==> src/rtl/tccu_pkg.sv <==
package tccu_pkg;
	// Register byte addresses on APB
	localparam logic [11:0] ADDR_CAP_LOW = 12'h000;
	localparam logic [11:0] ADDR_CAP_HIGH = 12'h004;
	localparam logic [11:0] ADDR_UNIT_CONTROL = 12'h008;
	localparam logic [11:0] ADDR_FLAGS = 12'h00c;
	localparam logic [11:0] ADDR_TIME_BASE = 12'h010;
	localparam logic [11:0] ADDR_CAN_CTRL = 12'h014;
	// Field positions and masks
	localparam int FLAG_BIT = 0;
	localparam int SEL_LOW_BIT = 0;
	localparam int SEL_HIGH_BIT = 1;
	localparam int CAN_CAP_BIT = 0;
	localparam logic [7:0] CONTROL_WMASK = 8'h3f;
	localparam logic [7:0] CONTROL_RESET = 8'h00;
	// Mode codes
	localparam logic [3:0] MODE_OFF = 4'h0;
	localparam logic [3:0] MODE_CMP_TOGGLE = 4'h2;
	localparam logic [3:0] MODE_CAP_CAN = 4'h3;
	localparam logic [3:0] MODE_CAP_FALL = 4'h4;
	localparam logic [3:0] MODE_CAP_RISE = 4'h5;
	localparam logic [3:0] MODE_CAP_RISE4 = 4'h6;
	localparam logic [3:0] MODE_CAP_RISE16 = 4'h7;
	localparam logic [3:0] MODE_CMP_SET = 4'h8;
	localparam logic [3:0] MODE_CMP_CLEAR = 4'h9;
	localparam logic [3:0] MODE_CMP_SOFT = 4'ha;
	localparam logic [3:0] MODE_CMP_TRIG = 4'hb;
	// Prescaler terminal counts
	localparam logic [3:0] PRESCALE_4_LAST = 4'h3;
	localparam logic [3:0] PRESCALE_16_LAST = 4'hf;

	typedef struct packed {
		logic psel;
		logic penable;
		logic pwrite;
		logic [11:0] paddr;
		logic [31:0] pwdata;
	} tccu_apb_req_t;

	typedef struct packed {
		logic pready;
		logic pslverr;
		logic [31:0] prdata;
	} tccu_apb_rsp_t;

	typedef struct packed {
		logic first_reset;
		logic third_reset;
	} tccu_timer_reset_t;
endpackage

==> src/rtl/tccu_top.sv <==
`timescale 1ns/1ps
//
// Contract
// - Capture copies the selected 16-bit timer count into the capture pair.
// - Mode picks falling, rising, every 4th or 16th rising edge.
// - Each capture sets the flag; it stays until software clears it.
// - A new capture overwrites the pair even if unread.
// - Pin should be input; edges from port writes still capture.
// - Time base is first or third timer by select bits.
// - Prescaler clears when off, not in capture, or reset.
// - Switching prescaler settings keeps the count; may set flag.
// - CAN receiver gives a rising edge on message received.
// - CAN capture enable replaces the pin by message-received event.
// - Compare matches register to timer; pin high, low, toggle, none.
// - Each compare match sets the flag with the pin action.
// - Clearing control forces the compare output latch low.
// - Software-interrupt compare mode leaves pin, only sets flag.
// - Special trigger match pulses reset of the time-base timer.
// - Trigger reset does not set the timer overflow flag.
// - Companion unit may use its own time base independently.
// - Mode codes 0000 off, 0011 CAN, 0100-0111 captures.
// - Compare codes 0010, 1000, 1001, 1010, 1011.
// - Select 1x third both, 01 split, 00 first both.
module tccu_top
	import tccu_pkg::*;
(
	input wire logic clk_in,
	input wire logic arst_n_in,
	input wire logic clk_en_in,
	input wire tccu_pkg::tccu_apb_req_t apb_req_in,
	output tccu_pkg::tccu_apb_rsp_t apb_rsp_out,
	input wire logic [15:0] first_timer_count_in,
	input wire logic [15:0] third_timer_count_in,
	input wire logic pin_in,
	input wire logic can_msg_received_in,
	output logic pin_out,
	output tccu_pkg::tccu_timer_reset_t timer_reset_out,
	output logic companion_uses_third_out,
	output logic unit_interrupt_flag_out
);
	import tccu_pkg::*;

	// ---------------------------------------------
	// Registers
	// ---------------------------------------------
	logic [7:0] unit_control;
	logic [7:0] capture_compare_low_byte;
	logic [7:0] capture_compare_high_byte;
	logic unit_interrupt_flag;
	logic time_base_select_high;
	logic time_base_select_low;
	logic can_capture_enable;
	logic [3:0] prescale_count;
	logic compare_latch;
	logic [3:0] prev_mode;

	// ---------------------------------------------
	// Input synchronisers
	// ---------------------------------------------
	logic pin_meta;
	logic pin_sync;
	logic pin_last;
	logic can_meta;
	logic can_sync;
	logic can_last;

	// Only the second and third flops feed edge logic, the first may be metastable
	always_ff @(posedge clk_in or negedge arst_n_in)
	begin
		if (!arst_n_in)
		begin
			pin_meta <= 1'b0;
			pin_sync <= 1'b0;
			pin_last <= 1'b0;
		end
		else if (clk_en_in)
		begin
			pin_meta <= pin_in;
			pin_sync <= pin_meta;
			pin_last <= pin_sync;
		end
	end

	always_ff @(posedge clk_in or negedge arst_n_in)
	begin
		if (!arst_n_in)
		begin
			can_meta <= 1'b0;
			can_sync <= 1'b0;
			can_last <= 1'b0;
		end
		else if (clk_en_in)
		begin
			can_meta <= can_msg_received_in;
			can_sync <= can_meta;
			can_last <= can_sync;
		end
	end

	// ---------------------------------------------
	// Decode
	// ---------------------------------------------
	function automatic logic is_capture(input logic [3:0] m);
		return (m == MODE_CAP_CAN) || (m[3:2] == 2'b01);
	endfunction

	function automatic logic is_compare(input logic [3:0] m);
		return (m == MODE_CMP_TOGGLE) || (m[3:2] == 2'b10);
	endfunction

	wire [3:0] mode = unit_control[3:0];
	wire cap_mode = is_capture(mode);
	wire cmp_mode = is_compare(mode);
	// this unit uses third timer only when select is 1x
	wire use_third = time_base_select_high;
	wire [15:0] time_base = use_third ? third_timer_count_in
		: first_timer_count_in;
	wire pin_rise = pin_sync & ~pin_last;
	wire pin_fall = ~pin_sync & pin_last;
	wire can_rise = can_sync & ~can_last;
	// CAN event replaces pin whenever enable is set
	wire rise_src = can_capture_enable ? can_rise : pin_rise;
	wire fall_src = can_capture_enable ? 1'b0 : pin_fall;
	// Edges from a driven pin come back through pin_in, so they count
	wire prescale_step = rise_src &&
		(mode == MODE_CAP_RISE4 || mode == MODE_CAP_RISE16);
	wire prescale_last = (mode == MODE_CAP_RISE4)
		? (prescale_count[1:0] == PRESCALE_4_LAST[1:0])
		: (prescale_count == PRESCALE_16_LAST);
	wire cap_event =
		(mode == MODE_CAP_FALL && fall_src) ||
		(mode == MODE_CAP_RISE && rise_src) ||
		(mode == MODE_CAP_CAN && rise_src) ||
		(prescale_step && prescale_last);
	wire cmp_match = cmp_mode &&
		(time_base == {capture_compare_high_byte,
		capture_compare_low_byte});
	// Match is level; raise actions only on its first cycle
	logic match_last;
	wire match_event = cmp_match & ~match_last;

	// ---------------------------------------------
	// APB slave
	// ---------------------------------------------
	wire bus_access = apb_req_in.psel & apb_req_in.penable;
	wire bus_write = bus_access & apb_req_in.pwrite;
	wire hit_low = apb_req_in.paddr == ADDR_CAP_LOW;
	wire hit_high = apb_req_in.paddr == ADDR_CAP_HIGH;
	wire hit_ctrl = apb_req_in.paddr == ADDR_UNIT_CONTROL;
	wire hit_flag = apb_req_in.paddr == ADDR_FLAGS;
	wire hit_tb = apb_req_in.paddr == ADDR_TIME_BASE;
	wire hit_can = apb_req_in.paddr == ADDR_CAN_CTRL;
	wire hit_any = hit_low | hit_high | hit_ctrl | hit_flag |
		hit_tb | hit_can;
	logic [7:0] read_byte;

	always_comb
	begin
		read_byte = 8'h00;
		if (hit_low)
			read_byte = capture_compare_low_byte;
		else if (hit_high)
			read_byte = capture_compare_high_byte;
		else if (hit_ctrl)
			read_byte = unit_control;
		else if (hit_flag)
			read_byte = {7'h00, unit_interrupt_flag};
		else if (hit_tb)
			read_byte = {6'h00, time_base_select_high,
				time_base_select_low};
		else if (hit_can)
			read_byte = {7'h00, can_capture_enable};
	end

	wire [7:0] wbyte = apb_req_in.pwdata[7:0];
	wire ctrl_write = bus_write & apb_rsp_out.pready & hit_ctrl;
	wire [7:0] next_control = wbyte & CONTROL_WMASK;

	always_ff @(posedge clk_in or negedge arst_n_in)
	begin
		if (!arst_n_in)
			apb_rsp_out <= '0;
		else if (clk_en_in)
		begin
			apb_rsp_out.pready <= apb_req_in.psel & ~apb_req_in.penable
				& ~apb_rsp_out.pready;
			apb_rsp_out.pslverr <= apb_req_in.psel & ~apb_req_in.penable
				& ~hit_any;
			apb_rsp_out.prdata <= {24'h000000, read_byte};
		end
	end

	// Access phase ends on the cycle pready is high
	wire bus_done = bus_access & apb_rsp_out.pready;

	// ---------------------------------------------
	// Control and time-base select
	// ---------------------------------------------
	wire tb_write = bus_done & apb_req_in.pwrite & hit_tb;
	wire can_write = bus_done & apb_req_in.pwrite & hit_can;

	always_ff @(posedge clk_in or negedge arst_n_in)
	begin
		if (!arst_n_in)
			unit_control <= CONTROL_RESET;
		else if (clk_en_in && ctrl_write)
			unit_control <= next_control;
	end

	always_ff @(posedge clk_in or negedge arst_n_in)
	begin
		if (!arst_n_in)
		begin
			time_base_select_high <= 1'b0;
			time_base_select_low <= 1'b0;
		end
		else if (clk_en_in && tb_write)
		begin
			time_base_select_high <= wbyte[SEL_HIGH_BIT];
			time_base_select_low <= wbyte[SEL_LOW_BIT];
		end
	end

	always_ff @(posedge clk_in or negedge arst_n_in)
	begin
		if (!arst_n_in)
			can_capture_enable <= 1'b0;
		else if (clk_en_in && can_write)
			can_capture_enable <= wbyte[CAN_CAP_BIT];
	end

	// Mode and match history for entry and edge detection
	always_ff @(posedge clk_in or negedge arst_n_in)
	begin
		if (!arst_n_in)
		begin
			prev_mode <= MODE_OFF;
			match_last <= 1'b0;
		end
		else if (clk_en_in)
		begin
			prev_mode <= mode;
			match_last <= cmp_match;
		end
	end

	// ---------------------------------------------
	// Prescaler
	// ---------------------------------------------
	always_ff @(posedge clk_in or negedge arst_n_in)
	begin
		if (!arst_n_in)
			prescale_count <= 4'h0;
		else if (clk_en_in)
		begin
			// Kept across direct prescale switches, so first may be early
			if (!cap_mode)
				prescale_count <= 4'h0;
			else if (prescale_step)
				prescale_count <= prescale_last ? 4'h0
					: prescale_count + 4'h1;
		end
	end

	// ---------------------------------------------
	// Capture/compare pair and flag
	// ---------------------------------------------
	// Hardware set wins over software clear in the same cycle
	wire flag_set = (cap_mode && cap_event) ||
		match_event;
	wire flag_clear = bus_done & apb_req_in.pwrite & hit_flag
		& wbyte[FLAG_BIT];

	always_ff @(posedge clk_in or negedge arst_n_in)
	begin
		if (!arst_n_in)
		begin
			capture_compare_low_byte <= 8'h00;
			capture_compare_high_byte <= 8'h00;
		end
		else if (clk_en_in)
		begin
			if (cap_mode && cap_event)
			begin
				capture_compare_low_byte <= time_base[7:0];
				capture_compare_high_byte <= time_base[15:8];
			end
			else if (bus_done && apb_req_in.pwrite)
			begin
				if (hit_low)
					capture_compare_low_byte <= wbyte;
				if (hit_high)
					capture_compare_high_byte <= wbyte;
			end
		end
	end

	always_ff @(posedge clk_in or negedge arst_n_in)
	begin
		if (!arst_n_in)
			unit_interrupt_flag <= 1'b0;
		else if (clk_en_in && flag_set)
			unit_interrupt_flag <= 1'b1;
		else if (clk_en_in && flag_clear)
			unit_interrupt_flag <= 1'b0;
	end

	// ---------------------------------------------
	// Compare output latch and trigger
	// ---------------------------------------------
	wire mode_entered = mode != prev_mode;
	wire trig_now = match_event && mode == MODE_CMP_TRIG;

	always_ff @(posedge clk_in or negedge arst_n_in)
	begin
		if (!arst_n_in)
			compare_latch <= 1'b0;
		else if (clk_en_in)
		begin
			if (mode == MODE_OFF)
				compare_latch <= 1'b0;
			else if (mode_entered && mode == MODE_CMP_SET)
				compare_latch <= 1'b0;
			else if (mode_entered && mode == MODE_CMP_CLEAR)
				compare_latch <= 1'b1;
			else if (match_event)
			begin
				if (mode == MODE_CMP_SET)
					compare_latch <= 1'b1;
				else if (mode == MODE_CMP_CLEAR)
					compare_latch <= 1'b0;
				else if (mode == MODE_CMP_TOGGLE)
					compare_latch <= ~compare_latch;
			end
		end
	end

	// Trigger is a reset only; overflow flags stay untouched
	always_ff @(posedge clk_in or negedge arst_n_in)
	begin
		if (!arst_n_in)
			timer_reset_out <= '0;
		else if (clk_en_in)
		begin
			timer_reset_out.first_reset <= trig_now & ~use_third;
			timer_reset_out.third_reset <= trig_now & use_third;
		end
	end

	// Companion gets third unless select is 00
	always_ff @(posedge clk_in or negedge arst_n_in)
	begin
		if (!arst_n_in)
			companion_uses_third_out <= 1'b0;
		else if (clk_en_in)
			companion_uses_third_out <= time_base_select_high
				| time_base_select_low;
	end

	always_ff @(posedge clk_in or negedge arst_n_in)
	begin
		if (!arst_n_in)
			unit_interrupt_flag_out <= 1'b0;
		else if (clk_en_in)
			unit_interrupt_flag_out <= unit_interrupt_flag;
	end

	always_ff @(posedge clk_in or negedge arst_n_in)
	begin
		if (!arst_n_in)
			pin_out <= 1'b0;
		else if (clk_en_in)
			pin_out <= compare_latch;
	end
endmodule // tccu_top

==> config.mk <==
export PLATFORM = sky130hd
export DESIGN_NAME = tccu_top
export DESIGN_NICKNAME = d
export VERILOG_FILES = /design/src/rtl/tccu_pkg.sv /design/src/rtl/tccu_top.sv
export SDC_FILE = /design/constraint.sdc
export NUM_CORES = 1
export LEC_CHECK = 0
export BUFFER_PORTS_ARGS = -buffer_cell sky130_fd_sc_hd__buf_4
export CAP_MARGIN = 20
export CORE_AREA = 2 2 84 86
export DETAILED_ROUTE_END_ITERATION = 16
export DIE_AREA = 0 0 86 88
export PLACE_DENSITY = 0.83
export SETUP_SLACK_MARGIN = 0.5
export SLEW_MARGIN = 20
export SYNTH_ARGS = -nofsm -noshare
export SYNTH_HDL_FRONTEND = slang
export SYNTH_SLANG_ARGS = --single-unit
==> constraint.sdc <==
create_clock -name clk_in -period 3.45 [get_ports clk_in]
set_clock_uncertainty 0.1 [all_clocks]
set_input_delay 0.1725 -clock clk_in [delete_from_list [all_inputs] [get_ports clk_in]]
set_output_delay 0.1725 -clock clk_in [all_outputs]
set_load 0.02 [all_outputs]
==> flow_summary.ini, run 1 <==
[global_route]
grt_pass1_wl_um = 12500
grt_max_degree = 58
grt_pass1_vias = 2641
grt.total_usage_pct = 21.4
antenna_found_initial = 0
grt-ovfl-total = 0

[setup_path]
slowest_stage = dfrtp_1
arrival_ps = 2820
critical-path-max-stage-delay_ps = 560
worst-path-max-fanout = 19
r2r_end = capture_compare_low_byte[1]$_DFFE_PN0P_
crit_type = register to register
worstRegToRegCells = 7
path_buf_inv = 1
r2r-start = unit_control[1]$_DFFE_PN0P_
worst_setup_path_start_kind = register
cp_data_required_time_ps = 3580
worstSetupEndpointType = register
path_delay_family = compound AO/OA/AOI/OAI gates
crit_chain = and3b_1, a32o_1, a31oi_2, buf_4, nor2_4, a21oi_4, mux2_2
reg2reg_slack_ps = 760

[floorplan]
dieArea_sq_um = 7570
ios = 123
core_area_sq_um = 6640
die_w_um = 86
die_y_um = 88
initial_core_util_pct = 52.3
fp-row-count = 30

[detailed_routing]
wirelength_um = 7620
viasPerCell = 5.45
postRouteAntennaNets = 0
first_pass_iters = 4
drt_iter0_drc = 166
routedWlPerCell_um = 15.3
vias = 2722
remaining_drc_errors = 0

[clock_network]
cts_buffer_depth = 2
cts.sinks = 57
insertion_delay_ps = 340
h-tree-depth = 3
clock-root-buffer = clkbuf_8
cts_buffers = 9
clkTransAtPathRegs_ps = 70
cts_tree = yes
cts_resized = 0

[timing]
period_needed_ps = 2690
relSlewSlack_pct = 38.4
setup_viol = 0
slew_violations = 0
tightest_slew_ps = 917
rsz0062_at_grt = no
fmax_mhz = 372
hold_viol = 0
fin_crit_sh_pct = 78.0
holdWs_ps = 46.7
setup_tns_ps = 0

[yosys]
syn_inst = 333
synth_edf_count = 0
synth.distinct_cells = 52
synth-seq-cells = 57
synthAdderAreaFrac_pct = 0.360
synthFlopType = dfrtp_1
synth_warnings = 0
synth_compound_area_share_pct = 10.3
yosys.area_share.xor_xnor_pct = 6.05
synthTopCellsByArea = dfrtp_1 41%, mux2_2 11%, mux2i_1 9.8%
synth.top_cell.area_share_pct = 41.0
syn_avg_cell_area_sq_um = 10.4
async_reset_ff_share_pct = 100
synth_area_leader_cell = dfrtp_1
synth-simple-area-share_pct = 12.4
ys_seq_area_share_pct = 41.0
syn-cell-area_sq_um = 3480
synth_top_family_by_area = multiplexers
muxShareOfSynthArea_pct = 20.5

[finish]
fillers = 547
diodes = 0
drive_gt1_share_pct = 31.5
layout_common_cells = 77 x buf_4, 57 x dfrtp_1, 34 x mux2i_1
area_growth_pct = 23.3
fin_nets = 499
final_common_cell = buf_4

[placed_design]
dpl.hpwl_um = 5480
gp_congestion = 0.798
port_buffers = 74

[run_status]
status = finished, final reports clean

[min_path]
hold_end = apb_rsp_out[33]$_DFFE_PN0P_
holdPathStages = 3
hold_class = input port to register
min_from = apb_req_in[45]

[job]
maxCapViolations = 0

[power_and_ir_drop]
power_density_nw_per_um2 = 372
p_leak_nw = 2.08
ir_drop_mv = 0.310
[cell type report]
| cell class | count | area, sq um | area share (%) |
|---|---|---|---|
| inverters | 17 | 63.8 | 1.49 |
| clock buffers | 14 | 173 | 4.03 |
| well taps | 80 | 100 | 2.34 |
| clock inverters | 2 | 35.0 | 0.818 |
| flip-flops and latches | 57 | 1430 | 33.3 |
| multi-input cells | 243 | 1820 | 42.5 |
| repair buffers | 86 | 668 | 15.6 |
[registers in the layout (all words and copies together) (netlist names), 2 cells and up]
signal and count:
timer_reset_out 2, capture_compare_high_byte 8, apb_rsp_out 10, capture_compare_low_byte 8, prescale_count 4, unit_control 6
prev_mode 4
[worst reg2reg max path: stages, from the launching register on]
cell,delay [ps]
dfrtp_1,560
and3b_1,290
a32o_1,280
a31oi_2,230
buf_4,370
nor2_4,60
a21oi_4,320
mux2_2,390
[repair_timing]
action,in CTS,in global routing
endpoints found under the setup margin,0,0
buffers inserted,0,0
endpoints found under the hold margin,65,0
hold buffers,9,0
[synthesized netlist by cell type, drive strengths merged (2+ instances only)]
cell type / count
nor3b: 3
a22o: 2
xnor2: 20
mux2: 33
nand4: 7
and3b: 2
nor2: 20
inv: 17
nor3: 5
and2: 2
nand2b: 2
o21ai: 9
nand3: 5
mux2i: 34
a21o: 3
dfrtp: 57
nor4: 6
a21oi: 17
nor4b: 2
clkbuf: 8
xor2: 4
buf: 31
nand2: 17
a222oi: 4
a221oi: 3
[layer usage]
metal | global-route usage, % | vias up | routed length (um)
met5 | 0 | - | 0
met4 | 10.4 | 0 | 95
met3 | 3.86 | 10 | 525
met2 | 34.9 | 106 | 3740
met1 | 27.5 | 1308 | 3260
li1 | - | 1298 | -
[power by group]
| group | total [mW] | switching (mW) | leakage, nW | internal (mW) |
|---|---|---|---|---|
| logic | 0.223 | 0.113 | 1.23 | 0.110 |
| clock network | 0.654 | 0.261 | 0.107 | 0.392 |
| registers | 0.718 | 0.0211 | 0.740 | 0.697 |
| total | 1.59 | 0.395 | 2.08 | 1.20 |
[cells by family after synthesis]
family          Yosys count
mux                      67
simple gates             78
buf+inv                  56
xor+xnor                 24
fa+ha+maj                 1
other cells               1
flops                    57
compound gates           49
[worst max path at each step]
stage / from / to / slack, ps / cells after the start
2_1_floorplan: unit_control[0]$_DFFE_PN0P_ / capture_compare_low_byte[0]$_DFFE_PN0P_ / 1300 / 8
3_3_place_gp: unit_control[3]$_DFFE_PN0P_ / capture_compare_low_byte[5]$_DFFE_PN0P_ / 810 / 7
3_5_place_dp: unit_control[3]$_DFFE_PN0P_ / capture_compare_low_byte[0]$_DFFE_PN0P_ / 790 / 7
4_1_cts: unit_control[3]$_DFFE_PN0P_ / capture_compare_low_byte[0]$_DFFE_PN0P_ / 770 / 7
5_1_grt: unit_control[3]$_DFFE_PN0P_ / capture_compare_low_byte[0]$_DFFE_PN0P_ / 630 / 7
6_report: unit_control[1]$_DFFE_PN0P_ / capture_compare_low_byte[1]$_DFFE_PN0P_ / 760 / 7
[per-stage QoR]
| step | power (mW) | cells | util [%] | instance area (sq um) | setup WS, ps |
|---|---|---|---|---|---|
| 6_report | 1.59 | 499 | 64.5 | 4290 | 758 |
| 3_5_place_dp | 0.947 | 474 | 60.0 | 3990 | 787 |
| 2_1_floorplan | 0.867 | 356 | - | 3560 | 1300 |
| 5_1_grt | 1.66 | 499 | 64.5 | 4290 | 629 |
| 4_1_cts | 1.61 | 499 | 64.5 | 4290 | 770 |
| 3_3_place_gp | 0.939 | 474 | 60.0 | 3990 | 813 |
No activity file was read; power rests on OpenSTA's default activity.
==> inputs of run 2 (changes only) <==
- CORE_AREA: 2 2 84 86 -> 2 2 87 89
- DIE_AREA: 0 0 86 88 -> 0 0 89 91
- PLACE_DENSITY: 0.83 -> 0.78
- clock period: 3.45 -> 2.7 ns (I/O delays scaled with it)
==> flow_summary.ini, run 2 (synthesis results as in run 1) <==
[timing]
fin_crit_sh_pct = 85.2
setup_viol = 0
fmax_mhz = 435
hold_viol = 0
setup_tns_ps = 0
period_needed_ps = 2300
rsz0062_at_grt = yes
slew_violations = 0
relSlewSlack_pct = 50.8
tightest_slew_ps = 738

[setup_path]
worst_setup_path_start_kind = register
path_delay_family = simple AND/OR/NAND/NOR gates
worst-path-max-fanout = 8
slowest_stage = or4b_4
cp_data_required_time_ps = 2830
crit_type = register to register
worstRegToRegCells = 7
cp.depth = 7
critical-path-max-stage-delay_ps = 500
path_buf_inv = 2
worstSetupEndpointType = register
arrival_ps = 2420
crit_chain = or4b_4, nor4b_4, a31oi_4, buf_6, a2bb2oi_4, buf_12, mux2_2

[detailed_routing]
wirelength_um = 8600
routedWlPerCell_um = 15.9
remaining_drc_errors = 0
postRouteAntennaNets = 0
viasPerCell = 5.32
drt_iter0_drc = 208
vias = 2880
first_pass_iters = 4

[finish]
final_cell_area_sq_um = 4740
drive_gt1_share_pct = 39.4
fillers = 552
area_growth_pct = 36.5
diodes = 0
final_common_cell = buf_4
finalNonFillerCells = 541
multi_input_area_sq_um = 1950
regMostFlops = apb_rsp_out
reg_top3 = apb_rsp_out: 10 flops, capture_compare_high_byte: 8 flops, capture_compare_low_byte: 8 flops
largest_reg_flops = 10
layout_common_cells = 89 x buf_4, 55 x dfrtp_1, 33 x mux2_2
layout.area.seq_sq_um = 1430
fin_nets = 522

[clock_network]
insertion_delay_ps = 350
cts_tree = yes
h-tree-depth = 3
cts_buffer_depth = 2
cts.sinks = 57
clock-root-buffer = clkbuf_8
clkTransAtPathRegs_ps = 70
cts_buffers = 9

[global_route]
antenna_found_initial = 0
grt.total_usage_pct = 21.6
grt-ovfl-total = 0
grt_pass1_vias = 2820
grt_max_degree = 58
grt_pass1_wl_um = 13400

[placed_design]
gp_congestion = 0.804
dpl.hpwl_um = 5800
dp.cells = 505
place_area_sq_um = 4100
port_buffers = 74

[floorplan]
core_area_sq_um = 7140
initial_core_util_pct = 48.7
die_y_um = 91
dieArea_sq_um = 8100
ios = 123
fp-row-count = 31
die_w_um = 89

[job]
maxCapViolations = 0

[min_path]
hold_class = input port to register
holdPathStages = 3

[power_and_ir_drop]
ir_drop_mv = 0.244
power_density_nw_per_um2 = 480
p_leak_nw = 2.26

[run_status]
status = finished, final reports clean
run 2: changes by cell type in the layout (fill, tap and decap cells not counted), sizes merged:
cell,before,now
buf,77,98
bufinv,1,3
clkbuf,14,13
clkinv,1,0
clkinvlp,0,1
dlygate4sd3,9,10
run 2: final cells by class:
class	count	area share [%]
Timing Repair Buffer	109	19.2
Inverter	17	1.34
Multi-Input combinational cell	243	41.2
Tap cell	99	2.61
Clock buffer	12	3.48
Clock inverter	4	2.06
Sequential cell	57	30.1
run 2: what timing repair did:
item,4_1_cts,5_1_grt
setup buffers,7,2
setup endpoints to repair,20,20
endpoints found under the hold margin,66,0
hold buffers,10,0
resized for setup,25,12
pin swaps,6,7
cloned,0,1
run 2: through the flow:
step	hold WS [ps]	util (%)	total power, mW	worst slack [ps]
after floorplan	-261	-	1.11	548
after global placement	140	57.5	1.20	317
after detailed placement	147	57.5	1.21	263
after CTS	57.7	65.1	2.28	377
after global routing	89.8	66.5	2.36	349
final	65.8	66.5	2.28	401
run 2: final timing paths:
path | startpoint | to | slack (ps)
min | apb_req_in[36] | can_capture_enable$_DFFE_PN0P_ | 70
min reg2reg | apb_rsp_out[32]$_DFFE_PN0P_ | apb_rsp_out[32]$_DFFE_PN0P_ | 390
min in group asynchronous | arst_n_in | apb_rsp_out[32]$_DFFE_PN0P_ | 290
max reg2reg | can_capture_enable$_DFFE_PN0P_ | capture_compare_high_byte[1]$_DFFE_PN0P_ | 400
max in group asynchronous | arst_n_in | time_base_select_high$_DFFE_PN0P_ | 1700
max | can_capture_enable$_DFFE_PN0P_ | capture_compare_high_byte[1]$_DFFE_PN0P_ | 400
run 2: tightest hold or removal path, delay by kind of cell:
| kind | cells | cell delay [ps] |
|---|---|---|
| AOI/OAI and AO/OA | 1 | 80 |
| buffers and inverters | 1 | 140 |
| and+or+nand+nor | 1 | 120 |
run 2: per-layer routing:
metal	GRT usage, %	wire length [um]
met5	0	0
met4	10.8	166
met2	34.9	4310
met3	3.55	584
met1	27.6	3540
run 2: where the power goes:
group / switching [mW] / total, mW / leakage [nW] / internal [mW]
sequential: 0.0277 / 0.918 / 0.736 / 0.891
clock: 0.359 / 1.05 / 0.129 / 0.689
combinational: 0.157 / 0.312 / 1.40 / 0.154
total: 0.544 / 2.28 / 2.26 / 1.73
